File: src/dior_pkg.sv
// Purpose: Shared constants for the digital I/O port and pin routing block.
// Assumes: Registers reached over the MPU special-function and I/O RAM byte space.
// Notes: Offsets are byte addresses of that space; fields are bit positions.
package dior_pkg;
   localparam int ADDR_W = 16;
   localparam logic [15:0] OFS_DATA_LOW = 16'h0080;
   localparam logic [15:0] OFS_DATA_MID = 16'h0090;
   localparam logic [15:0] OFS_DIR_MID = 16'h0091;
   localparam logic [15:0] OFS_DATA_P17 = 16'h00a0;
   localparam logic [15:0] OFS_DIR_P17 = 16'h00a1;
   localparam logic [15:0] OFS_DIR_LOW = 16'h00a2;
   localparam logic [15:0] OFS_DATA_HIGH = 16'h00b0;
   localparam logic [15:0] OFS_COMP_STAT = 16'h2003;
   localparam logic [15:0] OFS_CKOUT_SEL = 16'h2004;
   localparam logic [15:0] OFS_ROUTE_0 = 16'h2009;
   localparam logic [15:0] OFS_ROUTE_1 = 16'h200a;
   localparam logic [15:0] OFS_ROUTE_2 = 16'h200b;
   localparam logic [15:0] OFS_ROUTE_3 = 16'h200c;
   localparam logic [15:0] OFS_ROUTE_4 = 16'h200d;
   localparam logic [15:0] OFS_ROUTE_5 = 16'h200e;
   localparam int BIT_P17 = 1;
   localparam int BIT_CKOUT = 4;
   localparam int BIT_COMP = 0;
   localparam int LO_FIELD = 0;
   localparam int HI_FIELD = 4;
   localparam int BIT_HIGH_PAIR = 4;
   localparam int NUM_ROUTE = 10;
   localparam logic [7:0] RST_BYTE = 8'h00;
   localparam logic [2:0] RT_NONE = 3'h0;
   localparam logic [2:0] RT_RSVD = 3'h1;
   localparam logic [2:0] RT_T0 = 3'h2;
   localparam logic [2:0] RT_T1 = 3'h3;
   localparam logic [2:0] RT_HI_RISE = 3'h4;
   localparam logic [2:0] RT_LO_RISE = 3'h5;
   localparam logic [2:0] RT_HI_FALL = 3'h6;
   localparam logic [2:0] RT_LO_FALL = 3'h7;
endpackage

File: src/dior_router.sv
// Purpose: Routes selected input pins onto timer inputs and interrupt edge pulses.
// Assumes: Pin levels are synchronous to ref_clk.
// Notes: Edge pulses are one cycle wide, one cycle after the pin changes.
`timescale 1ns/1ns
module dior_router #(
   parameter int N = 10
) (
   input wire logic ref_clk,
   input wire logic srst,
   input wire logic [N-1:0] pin_in,
   input wire logic [3*N-1:0] route_fields,
   output logic timer_zero_clock_gate,
   output logic timer_one_clock_gate,
   output logic high_priority_io_interrupt,
   output logic low_priority_io_interrupt
);
   import dior_pkg::*;

   typedef struct packed {
      logic [N-1:0] prev;
      logic t0;
      logic t1;
      logic hi;
      logic lo;
   } dior_rt_state_t;

   dior_rt_state_t st_r;
   dior_rt_state_t st_nxt;

   // Decode of one field against one code, shared by every resource.
   function automatic logic sel(input logic [3*N-1:0] f, input int i, input logic [2:0] c);
      sel = (f[3*i +: 3] == c);
   endfunction

   // Every source matching a resource is ORed in; reserved code drives nothing.
   always_comb begin
      st_nxt = st_r;
      st_nxt.prev = pin_in;
      st_nxt.t0 = 1'b0;
      st_nxt.t1 = 1'b0;
      st_nxt.hi = 1'b0;
      st_nxt.lo = 1'b0;
      for (int i = 0; i < N; i++) begin
         st_nxt.t0 = st_nxt.t0 | (sel(route_fields, i, RT_T0) & pin_in[i]);
         st_nxt.t1 = st_nxt.t1 | (sel(route_fields, i, RT_T1) & pin_in[i]);
         st_nxt.hi = st_nxt.hi | (sel(route_fields, i, RT_HI_RISE) & pin_in[i] & ~st_r.prev[i])
            | (sel(route_fields, i, RT_HI_FALL) & ~pin_in[i] & st_r.prev[i]);
         st_nxt.lo = st_nxt.lo | (sel(route_fields, i, RT_LO_RISE) & pin_in[i] & ~st_r.prev[i])
            | (sel(route_fields, i, RT_LO_FALL) & ~pin_in[i] & st_r.prev[i]);
      end
      if (srst) begin
         st_nxt = '0;
      end
   end

   always_ff @(posedge ref_clk) begin
      st_r <= st_nxt;
   end

   assign timer_zero_clock_gate = st_r.t0;
   assign timer_one_clock_gate = st_r.t1;
   assign high_priority_io_interrupt = st_r.hi;
   assign low_priority_io_interrupt = st_r.lo;

   // A routed rising edge must reach the high-priority interrupt one cycle later.
   a_hi_rise_edge: assert property (@(posedge ref_clk) disable iff (srst)
      (route_fields[2:0] == RT_HI_RISE && pin_in[0] && !st_r.prev[0]) |=> high_priority_io_interrupt)
      else $error("rising edge not routed to high interrupt");
   // A timer-zero route follows the pin level.
   a_t0_follow: assert property (@(posedge ref_clk) disable iff (srst)
      (route_fields[2:0] == RT_T0 && pin_in[0]) |=> timer_zero_clock_gate)
      else $error("timer zero does not follow routed pin");
   // With every field at the no-route code, the timer-one input stays low.
   a_t1_idle: assert property (@(posedge ref_clk) disable iff (srst)
      (route_fields == '0) |=> !timer_one_clock_gate)
      else $error("timer one driven with no route");
   // A routed falling edge reaches the low-priority interrupt.
   a_lo_fall_edge: assert property (@(posedge ref_clk) disable iff (srst)
      (route_fields[2:0] == RT_LO_FALL && !pin_in[0] && st_r.prev[0]) |=> low_priority_io_interrupt)
      else $error("falling edge not routed to low interrupt");
endmodule

File: src/dior_top.sv
// Purpose: Digital I/O port registers, pin drivers, routing and clock-out pin select.
// Assumes: A simple byte register port: addr, wdata, wr_en, rd_en, one-cycle read data.
// Notes: Pins not in GPIO use ignore direction and data writes toward the pin.
`timescale 1ns/1ns
module dior_top (
   input wire logic ref_clk,
   input wire logic srst,
   input wire logic [dior_pkg::ADDR_W-1:0] reg_addr,
   input wire logic [7:0] reg_wdata,
   input wire logic reg_wr_en,
   input wire logic reg_rd_en,
   output logic [7:0] reg_rdata,
   input wire logic [15:0] pin_in,
   input wire logic pin17_in,
   input wire logic [1:0] pin_pair_in,
   input wire logic push_button_input,
   input wire logic [15:0] pin_lcd_mode,
   input wire logic [1:0] pin_pair_lcd_mode,
   input wire logic pin17_lcd_mode,
   output logic [15:0] pin_out,
   output logic [15:0] pin_oe,
   output logic pin17_out,
   output logic pin17_oe,
   output logic [1:0] pin_pair_out,
   output logic [1:0] pin_pair_oe,
   input wire logic supply_comparator_good,
   input wire logic lcd_segment_nineteen,
   input wire logic decimation_filter_clock,
   output logic lcd_segment_nineteen_pin_out,
   output logic timer_zero_clock_gate,
   output logic timer_one_clock_gate,
   output logic high_priority_io_interrupt,
   output logic low_priority_io_interrupt
);
   import dior_pkg::*;

   typedef struct packed {
      logic [7:0] data_low;
      logic [7:0] data_mid;
      logic data_p17;
      logic [1:0] data_pair;
      logic [7:1] dir_low;
      logic [7:0] dir_mid;
      logic dir_p17;
      logic ckout_sel;
      logic [3*NUM_ROUTE-1:0] route;
      logic [7:0] rdata;
   } dior_state_t;

   dior_state_t st_r;
   dior_state_t st_nxt;
   logic [15:0] dir_all;
   logic [15:0] data_all;
   logic [15:0] out_pins;
   logic [NUM_ROUTE-1:0] route_src;

   // Up to two route fields share each byte: low field at bit 0, high at bit 4.
   function automatic logic [7:0] pack_pair(input logic [2:0] lo, input logic [2:0] hi);
      pack_pair = {1'b0, hi, 1'b0, lo};
   endfunction

   // Merge a written data byte: only GPIO outputs take the new bit.
   function automatic logic [7:0] merge_data(input logic [7:0] old, input logic [7:0] wd,
                                             input logic [7:0] dir, input logic [7:0] lcd);
      merge_data = (wd & dir & ~lcd) | (old & ~(dir & ~lcd));
   endfunction

   // Route field of byte j, half h. Pin 2 owns its byte alone and the last high half
   // is empty, so those two halves hold no field and read back as zero.
   function automatic logic field_ok(input int j, input int h);
      field_ok = !(j == 1 && h == 1) && ((j < 2 ? 2 * j + h : 2 * j + h - 1) < NUM_ROUTE);
   endfunction

   // Field index is clamped to zero for empty halves so no select leaves the vector.
   function automatic int field_idx(input int j, input int h);
      field_idx = field_ok(j, h) ? (j < 2 ? 2 * j + h : 2 * j + h - 1) : 0;
   endfunction

   // Read back one route field, or the no-route code for an empty half.
   function automatic logic [2:0] field_get(input logic [3*NUM_ROUTE-1:0] r, input int j,
                                            input int h);
      field_get = field_ok(j, h) ? r[3*field_idx(j, h) +: 3] : RT_NONE;
   endfunction

   // Direction vector over pins 15..0; pin 0 carries no direction.
   assign dir_all = {st_r.dir_mid, st_r.dir_low, 1'b0};
   assign data_all = {st_r.data_mid, st_r.data_low[7:1], 1'b0};
   assign out_pins = dir_all & ~pin_lcd_mode;

   // Register write and read decode, with data reads returning live pin levels.
   always_comb begin
      st_nxt = st_r;
      st_nxt.rdata = RST_BYTE;
      if (reg_wr_en) begin
         if (reg_addr == OFS_DATA_LOW) begin
            st_nxt.data_low = merge_data(st_r.data_low, reg_wdata, {dir_all[7:1], 1'b0},
               pin_lcd_mode[7:0]);
         end else if (reg_addr == OFS_DATA_MID) begin
            st_nxt.data_mid = merge_data(st_r.data_mid, reg_wdata, st_r.dir_mid,
               pin_lcd_mode[15:8]);
         end else if (reg_addr == OFS_DIR_MID) begin
            st_nxt.dir_mid = reg_wdata;
         end else if (reg_addr == OFS_DATA_P17) begin
            if (st_r.dir_p17 && !pin17_lcd_mode) begin
               st_nxt.data_p17 = reg_wdata[BIT_P17];
            end
         end else if (reg_addr == OFS_DIR_P17) begin
            st_nxt.dir_p17 = reg_wdata[BIT_P17];
         end else if (reg_addr == OFS_DIR_LOW) begin
            st_nxt.dir_low = reg_wdata[7:1];
         end else if (reg_addr == OFS_DATA_HIGH) begin
            // The pair has no own direction bits; it drives unless in LCD use.
            for (int k = 0; k < 2; k++) begin
               if (!pin_pair_lcd_mode[k]) begin
                  st_nxt.data_pair[k] = reg_wdata[BIT_HIGH_PAIR + k];
               end
            end
         end else if (reg_addr == OFS_CKOUT_SEL) begin
            st_nxt.ckout_sel = reg_wdata[BIT_CKOUT];
         end else if (reg_addr >= OFS_ROUTE_0 && reg_addr <= OFS_ROUTE_5) begin
            for (int j = 0; j <= int'(OFS_ROUTE_5 - OFS_ROUTE_0); j++) begin
               if (reg_addr == OFS_ROUTE_0 + 16'(j)) begin
                  for (int h = 0; h < 2; h++) begin
                     if (field_ok(j, h)) begin
                        st_nxt.route[3*field_idx(j, h) +: 3] =
                           reg_wdata[(h == 0 ? LO_FIELD : HI_FIELD) +: 3];
                     end
                  end
               end
            end
         end
      end
      if (reg_rd_en) begin
         if (reg_addr == OFS_DATA_LOW) begin
            st_nxt.rdata = {pin_in[7:1], push_button_input};
         end else if (reg_addr == OFS_DATA_MID) begin
            st_nxt.rdata = pin_in[15:8];
         end else if (reg_addr == OFS_DIR_MID) begin
            st_nxt.rdata = st_r.dir_mid;
         end else if (reg_addr == OFS_DATA_P17) begin
            st_nxt.rdata = 8'(pin17_in) << BIT_P17;
         end else if (reg_addr == OFS_DIR_P17) begin
            st_nxt.rdata = 8'(st_r.dir_p17) << BIT_P17;
         end else if (reg_addr == OFS_DIR_LOW) begin
            st_nxt.rdata = {st_r.dir_low, 1'b0};
         end else if (reg_addr == OFS_DATA_HIGH) begin
            st_nxt.rdata = 8'(pin_pair_in) << BIT_HIGH_PAIR;
         end else if (reg_addr == OFS_COMP_STAT) begin
            st_nxt.rdata = 8'(supply_comparator_good) << BIT_COMP;
         end else if (reg_addr == OFS_CKOUT_SEL) begin
            st_nxt.rdata = 8'(st_r.ckout_sel) << BIT_CKOUT;
         end else if (reg_addr >= OFS_ROUTE_0 && reg_addr <= OFS_ROUTE_5) begin
            for (int j = 0; j <= int'(OFS_ROUTE_5 - OFS_ROUTE_0); j++) begin
               if (reg_addr == OFS_ROUTE_0 + 16'(j)) begin
                  st_nxt.rdata = pack_pair(field_get(st_r.route, j, 0),
                     field_get(st_r.route, j, 1));
               end
            end
         end
      end
      if (srst) begin
         st_nxt = '0;
      end
   end

   always_ff @(posedge ref_clk) begin
      st_r <= st_nxt;
   end

   // Pin drivers: enabled only for GPIO outputs.
   assign pin_oe = out_pins;
   assign pin_out = data_all & out_pins;
   assign pin17_oe = st_r.dir_p17 & ~pin17_lcd_mode;
   assign pin17_out = st_r.data_p17 & pin17_oe;
   assign pin_pair_oe = ~pin_pair_lcd_mode;
   assign pin_pair_out = st_r.data_pair & ~pin_pair_lcd_mode;
   assign reg_rdata = st_r.rdata;

   // The filter clock rate (fast or slow in low-power state) is set upstream.
   assign lcd_segment_nineteen_pin_out = st_r.ckout_sel ? decimation_filter_clock
                                         : lcd_segment_nineteen;

   // Route sources, field order: push button, pin 1, pin 2 (own byte), then pins 4..10.
   assign route_src = {pin_in[10:4], pin_in[2], pin_in[1], push_button_input};

   dior_router #(
      .N(NUM_ROUTE)
   ) u_router (
      .ref_clk(ref_clk),
      .srst(srst),
      .pin_in(route_src),
      .route_fields(st_r.route),
      .timer_zero_clock_gate(timer_zero_clock_gate),
      .timer_one_clock_gate(timer_one_clock_gate),
      .high_priority_io_interrupt(high_priority_io_interrupt),
      .low_priority_io_interrupt(low_priority_io_interrupt)
   );

   a_ckout_mux: assert property (@(posedge ref_clk) disable iff (srst)
      lcd_segment_nineteen_pin_out == (st_r.ckout_sel ? decimation_filter_clock : lcd_segment_nineteen))
      else $error("shared pin source wrong");
   a_comp_read: assert property (@(posedge ref_clk) disable iff (srst)
      (reg_rd_en && reg_addr == OFS_COMP_STAT) |=> reg_rdata[0] == $past(supply_comparator_good))
      else $error("comparator status not mirrored");
   a_dir_low_wr: assert property (@(posedge ref_clk) disable iff (srst)
      (reg_wr_en && reg_addr == OFS_DIR_LOW) |=> dir_all[7:1] == $past(reg_wdata[7:1]))
      else $error("low direction write lost");
   a_lcd_no_drive: assert property (@(posedge ref_clk) disable iff (srst)
      (pin_oe & pin_lcd_mode) == 16'h0000)
      else $error("lcd pin driven as gpio");
   a_dir_mid_wr: assert property (@(posedge ref_clk) disable iff (srst)
      (reg_wr_en && reg_addr == OFS_DIR_MID) |=> dir_all[15:8] == $past(reg_wdata))
      else $error("mid direction write lost");
   a_p17_dir: assert property (@(posedge ref_clk) disable iff (srst)
      (reg_wr_en && reg_addr == OFS_DIR_P17) |=> st_r.dir_p17 == $past(reg_wdata[1]))
      else $error("pin17 direction write lost");
   a_input_ignores: assert property (@(posedge ref_clk) disable iff (srst)
      (reg_wr_en && reg_addr == OFS_DATA_MID && st_r.dir_mid == 8'h00) |=> $stable(st_r.data_mid))
      else $error("input pin took data write");
   a_pair_read: assert property (@(posedge ref_clk) disable iff (srst)
      (reg_rd_en && reg_addr == OFS_DATA_HIGH) |=> reg_rdata[5:4] == $past(pin_pair_in))
      else $error("pair read misplaced");
   a_reset_input: assert property (@(posedge ref_clk)
      srst |=> (pin_oe == 16'h0000 && !pin17_oe))
      else $error("pins not inputs after reset");
endmodule

File: config.mk
export PLATFORM = sky130hd
export DESIGN_NAME = dior_top
export DESIGN_NICKNAME = d
export VERILOG_FILES = /design/src/dior_pkg.sv /design/src/dior_router.sv /design/src/dior_top.sv
export SDC_FILE = /design/constraint.sdc
export NUM_CORES = 1
export LEC_CHECK = 0
export ABC_CLOCK_PERIOD_IN_PS = 4150
export BUFFER_PORTS_ARGS = -buffer_cell sky130_fd_sc_hd__clkbuf_2
export CORE_MARGIN = 8
export CORE_UTILIZATION = 58
export CTS_CLUSTER_SIZE = 10
export DETAILED_ROUTE_END_ITERATION = 7
export PLACE_DENSITY = 0.95
export SLEW_MARGIN = 20
export SYNTH_ARGS = -nofsm -noshare
export SYNTH_HDL_FRONTEND = slang
export SYNTH_SLANG_ARGS = --single-unit
File: constraint.sdc
create_clock -name ref_clk -period 4.15 [get_ports ref_clk]
set_clock_uncertainty 0.2 [all_clocks]
set_input_delay 0.415 -clock ref_clk [delete_from_list [all_inputs] [get_ports ref_clk]]
set_output_delay 0.415 -clock ref_clk [all_outputs]
set_load 0.03 [all_outputs]
# Word-level counts from Yosys, hierarchy flattened
# Cells that the tools add are included.
# W data, S select, Z words.
[op_classes] n_addsub=0 multipliers=0 div=0 order_cmp=2 n_eq_ne=75 shifts=0 mux=17 bitwise=209 reduce_logical=19
[op_table] cell="$eq A16 B14 Y1 const B" n=8
[op_table] cell="$eq A3 B3 Y1 const B" n=40
[op_table] cell="$mux W8" n=15
[op_table] cell="$eq A16 B8 Y1 const B" n=7
[op_table] cell="$and A1 B1 Y1" n=102
[op_table] cell="$reduce_and A11 Y1" n=6
[op_table] cell="$and A8 B8 Y8" n=8
[op_table] cell="$eq A3 B2 Y1 const B" n=20
[op_table] cell="$or A1 B1 Y1" n=56
[op_table] cell="$and A16 B16 Y16" n=2
[op_table] cell="$not A1 Y1" n=32
[op_table] cell="$not A8 Y8" n=4
[op_table] cell="$reduce_and A9 Y1" n=3
[op_table] cell="$ge A16 B14 Y1 const B" n=1
[op_table] cell="$le A16 B14 Y1 const B" n=1
[op_table] cell="$not A16 Y16" n=1
[op_table] cell="$or A8 B8 Y8" n=2
[op_table] cell="$reduce_and A6 Y1" n=2
[op_table] cell="$mux W7" n=1
[op_table] cell="$reduce_and A7 Y1" n=1
[op_table] cell="$reduce_and A4 Y1" n=1
[op_table] cell="$reduce_and A3 Y1" n=1
[op_table] cell="$and A2 B2 Y2" n=1
[op_table] cell="$logic_and A1 B1 Y1" n=2
[op_table] cell="5 further kinds" n=5
[totals] register_bits=88 latchBits=0 ram_bits=0 rom_bits=0 input_bits=70 output_inout_bits=51 word_cells=343 memories=0

# Longest topological paths before layout
[depth] depth_word=22 ltp_mapped=10 ltp_nobuf=6

# By module
# From an unflattened synthesis, not the netlist that was laid out.
[hier_totals] cells_unflattened=621 hier_area_um2=5183.7
[by_module_without_submodules] mod="dior_top" instances=1 cells_per_inst=508 area_each_um2=4239.1
[by_module_without_submodules] mod="dior_router" instances=1 cells_per_inst=113 area_each_um2=944.7

# Worst setup path before layout
# Ideal clock, no wire load.
[synth_path] path_type="input -> register" startpoint="input port reg_addr[9] (netlist name)" endpoint="register st_r, in the netlist data_all[11]" setup_ps=131 arrival_time_ps=2261 required_ps=3819 setup_slack_ps=1558 stages=10 n_path_buf=4 path_cell_list="or4_4 -> buf_6 -> or3_4 -> buf_6 -> and4b_1 -> buf_4 -> buf_6 -> nand2_1 -> nand2_1 -> a21oi_2"
[synth_between] elab_chain_cells=3 elab_cells_between_ends=4 cone_classes="eq/ne (2); bitwise (1); reduce/logical (1)"
[synth_rtl] item="start, declared" line_no="dior_top.sv:8" text="input wire logic [dior_pkg::ADDR_W-1:0] reg_addr,"
[synth_rtl] item="$eq A16 B8 Y1" line_no="dior_top.sv:95" text="if (reg_addr == OFS_DATA_LOW) begin"
[synth_rtl] item="$not A1 Y1 (no source line)"
[synth_rtl] item="$reduce_and A3 Y1 (no source line) (*)"
[synth_rtl] item="end signal, assigned" line_no="dior_top.sv:167" text="st_r <= st_nxt;"
[synth_rtl] item="end, declared" line_no="dior_top.sv:50" text="dior_state_t st_r;"
# Mark *: on every way between the ends. The rest lies on a longest branch, timed or not.
# A chain may end at the register's enable or synchronous reset.

# Final worst setup path
[layout_path] startpoint="input port reg_addr[2] (netlist name)" endpoint="register st_r, in the netlist data_all[8]"
# The elaborated chain is that of the path after synthesis.

==> summary.md <==
• **Post-CTS Hold Fix Bufs** 0
• **initial cell density of the core** 59.7%
• **vias** 5060
• **Final Total Pwr** 1590 uW
• **Net Switching** 464 uW
• **endpoint required time on the critical path** 4.17 ns
• **Data arrival, critical path** 2.79 ns
• **cell-internal power** 1120 uW
• **largest incremental delay on the critical path** 0.71 ns
• **die area** 11600 um2
• **capturing element type of the critical path** register
• **insertion delay to the later sink of the worst-skew pair** 0.37 ns
• **mean post-synth cell area** 8.05 um2
• **routed vias/inst** 6.31
• **proportion of total power due to net switching** 29.3%
• **relative area change from synthesis to final layout** 13.5%
• **area share of the largest cell type after synthesis** 35.7%
• **global routing usage on met2** 42.3%
• **fraction of layout cells with a size suffix above 1** 22.4%
• **combinational fraction of design power** 8.7%
• **f_max** 361 MHz
• **number of clock sinks** 87
• **Worst slew margin** 46.5%
• **number of top-level pins** 121
• **clock transition at the register clock pins on the worst setup and hold paths after CTS** 0.11 ns
• **Max FO, Critical Path** 16
• **Clk Tree Root Cell** sky130_fd_sc_hd__clkbuf_8
• **actual transition at the worst max-transition pin** 0.802 ns
• **NumNets Final** 762
• **commonest non-fill, non-tap cell in the layout** sky130_fd_sc_hd__clkbuf_2
• **core region area** 8180 um2
• **vias in the first global route** 4849
• **GR met1 Demand/Resource** 34.4%
• **number of buffers added by the clock tree synthesis step** 9
• **RSZ-0062 raised after global routing** false
• **Setup crit start kind** input port
• **Final ANT Viol Nets** 0
• **average routed wire per standard cell** 20.1 um
• **fraction of power consumed by sequential logic** 53.1%
• **# resized after CTS** 0
• **Tmin final** 2.77 ns
• **first-pass GRT wire length** 25000 um
• **number of inserted filler cells in the final layout** 667
• **most area-hungry cell type in the Yosys netlist** sky130_fd_sc_hd__dfxtp_1
• **Cell Count, Final, Fillers Out** 802
• **Final Core Density** 67.8%
• **number of max-slew violations in the final report** 0
• **main area contributors after synthesis** sky130_fd_sc_hd__dfxtp_1 36%, sky130_fd_sc_hd__mux2i_1 10%, sky130_fd_sc_hd__nor2_1 5.8%
• **summed instance area of the synthesized netlist** 4880 um2
• **class of the tightest hold or removal check** in2reg
• **number of unique standard cell types used by synthesis** 63
• **synthesized flop and latch total** 87
• **H-Tree Level Count** 3
• **maximum number of pins on one net before global-route repair** 80
• **number of maximum-capacitance violations** 0
• **Peak supply drop** 0.000172 V
• **vertical die dimension** 108 um
• **setup tns final** 0 ns
• **most used flip-flop cell after synthesis** sky130_fd_sc_hd__dfxtp_1
• **number of buffers added for setup after CTS** 0
• **final cycle utilization of the critical path** 66.7%
• **pwr/cell area** 286 nW/um2
• **number of I/O port buffers** 116
• **Inserted Diodes** 0
• **width of the chip** 108 um
• **violation count after the first detailed-routing iteration** 485
• **count of flip-flops with a built-in enable after synthesis** 0
• **result of the run** finished, final reports clean
• **number of antenna violations at the first check in global routing** 0
• **Clock Power Share** 38.2%
• **asr flop ratio synth** 0%
• **final setup fails** 0
• **Rows** 33
• **cell total after placement** 786
• **Yosys warning total** 0
• **global placer's final weighted congestion** 0.930
• **post-synthesis sequential area ratio** 35.7%
• **CTS tree** built
• **final hold violation count** 0
• **leading cell types in the layout, fill and taps excluded** 116 x sky130_fd_sc_hd__clkbuf_2, 87 x sky130_fd_sc_hd__dfxtp_1, 76 x sky130_fd_sc_hd__nor2_1
• **count of mapped cells out of synthesis** 607
• **HPWL reported at the end of detailed placement** 12000 um
• **wire length reported by the detailed router** 16100 um
• **total leakage power** 0.00218 uW
• **GRT Overall Usage** 27.2%
• **global route overflow** 0
• **number of iterations in the first detailed-routing pass** 6
• **sequence of cells on the critical path** clkbuf_2 -> or4b_1 -> or3_4 -> and4b_1 -> nand2_1 -> nand2_1 -> a21oi_1
• **count of unresolved DRC violations after routing** 0
• **met3 Use GR** 6.83%
• **most used routing layer** met2
• **most numerous cell on the critical path** sky130_fd_sc_hd__nand2_1
• **critical-path cell with the highest stage delay** sky130_fd_sc_hd__and4b_1
• **type of the worst setup path** in2reg
• **maximum buffer depth of the clock tree** 2
==> power by group through the flow <==
stage / clock (uW) / sequential [uW] / combinational (uW)
6_report: 605 / 842 / 138
5_1_grt: 634 / 843 / 148
4_1_cts: 603 / 842 / 134
3_5_place_dp: 0 / 861 / 134
3_3_place_gp: 0 / 861 / 131
2_1_floorplan: 0 / 861 / 73.7
==> area by class of cell <==
class | instances | area [um2] | area share [%]
multi-input combinational | 462 | 2820 | 50.9
sequential | 87 | 1740 | 31.4
timing repair buffer | 118 | 596 | 10.7
tap | 105 | 131 | 2.37
clock buffer | 9 | 124 | 2.24
clock inverter | 7 | 72.6 | 1.31
inverter | 14 | 52.6 | 0.949
==> worst paths after layout <==
kind / end / depth (start not counted) / slack [ns] / startpoint
max: data_all[8]$_SDFFE_PP0P_ / 7 / 1.38 / reg_addr[2]
min: reg_rdata[3]$_SDFF_PP0_ / 3 / 0.05 / pin_in[3]
max reg2reg: u_router.high_priority_io_interrupt$_SDFF_PP0_ / 5 / 2.35 / st_r[30]$_SDFFE_PP0P_
min reg2reg: data_all[9]$_SDFFE_PP0P_ / 2 / 0.26 / data_all[9]$_SDFFE_PP0P_
==> cells by family after synthesis <==
family / share of synthesized area (%)
compound gates: 14.2
buf+inv: 6.61
flops: 35.7
mux: 11.2
other cells: 0.0768
simple gates: 32.2
==> metal layers <==
layer  up-vias  share of wire (%)
met5         -                  0
met4         0                3.2
met3        46                9.6
met2       288                 46
met1      2416                 41
li1       2310                  -
==> worst max-delay path, delay by kind of cell <==
kind | cells | cell delay, ns
AND/OR/NAND/NOR | 5 | 2.08
AO/OA/AOI/OAI | 1 | 0.07
buffers and inverters | 1 | 0.21
==> Yosys cell counts, types with 3 or more instances <==
| master | n |
|---|---|
| sky130_fd_sc_hd__nand2_1 | 71 |
| sky130_fd_sc_hd__buf_1 | 3 |
| sky130_fd_sc_hd__a22oi_1 | 4 |
| sky130_fd_sc_hd__mux2_2 | 4 |
| sky130_fd_sc_hd__and3_1 | 3 |
| sky130_fd_sc_hd__nor3_1 | 17 |
| sky130_fd_sc_hd__o211ai_1 | 8 |
| sky130_fd_sc_hd__and2b_1 | 6 |
| sky130_fd_sc_hd__and2_1 | 16 |
| sky130_fd_sc_hd__inv_1 | 14 |
| sky130_fd_sc_hd__nand3_1 | 21 |
| sky130_fd_sc_hd__nor2_1 | 76 |
| sky130_fd_sc_hd__o32ai_1 | 4 |
| sky130_fd_sc_hd__nor4b_1 | 4 |
| sky130_fd_sc_hd__clkbuf_1 | 16 |
| sky130_fd_sc_hd__nor2b_1 | 27 |
| sky130_fd_sc_hd__a21oi_1 | 33 |
| sky130_fd_sc_hd__nor4_1 | 7 |
| sky130_fd_sc_hd__dfxtp_1 | 87 |
| sky130_fd_sc_hd__nand4_1 | 4 |
| sky130_fd_sc_hd__nand3b_1 | 7 |
| sky130_fd_sc_hd__mux2i_1 | 50 |
| sky130_fd_sc_hd__buf_4 | 11 |
| sky130_fd_sc_hd__buf_6 | 5 |
| sky130_fd_sc_hd__o22ai_1 | 14 |
| sky130_fd_sc_hd__o21ai_0 | 19 |
| sky130_fd_sc_hd__a21oi_2 | 3 |
| sky130_fd_sc_hd__nor3b_1 | 10 |
| sky130_fd_sc_hd__buf_2 | 8 |
| sky130_fd_sc_hd__nand2b_1 | 3 |
| sky130_fd_sc_hd__or3_1 | 7 |
==> through the flow <==
| stage | hold WS [ns] | setup slack (ns) | area, um2 |
|---|---|---|---|
| 4_1_cts | 0.0466 | 1.43 | 5540 |
| 3_3_place_gp | 0.236 | 1.15 | 5340 |
| 6_report | 0.0498 | 1.38 | 5540 |
| 3_5_place_dp | 0.242 | 1.05 | 5340 |
| 2_1_floorplan | 0.227 | 1.56 | 4890 |
| 5_1_grt | 0.0675 | 1.26 | 5540 |
==> flip-flops by register name, summed over array words and instances (netlist names) <==
register / cells
reg_rdata: 8
st_r: 35
u_router.high_priority_io_interrupt: 1
u_router.st_r: 10
data_all: 15
u_router.timer_one_clock_gate: 1
u_router.low_priority_io_interrupt: 1
u_router.timer_zero_clock_gate: 1
dir_all: 15
Note: power is estimated with default switching activity, not from simulation.
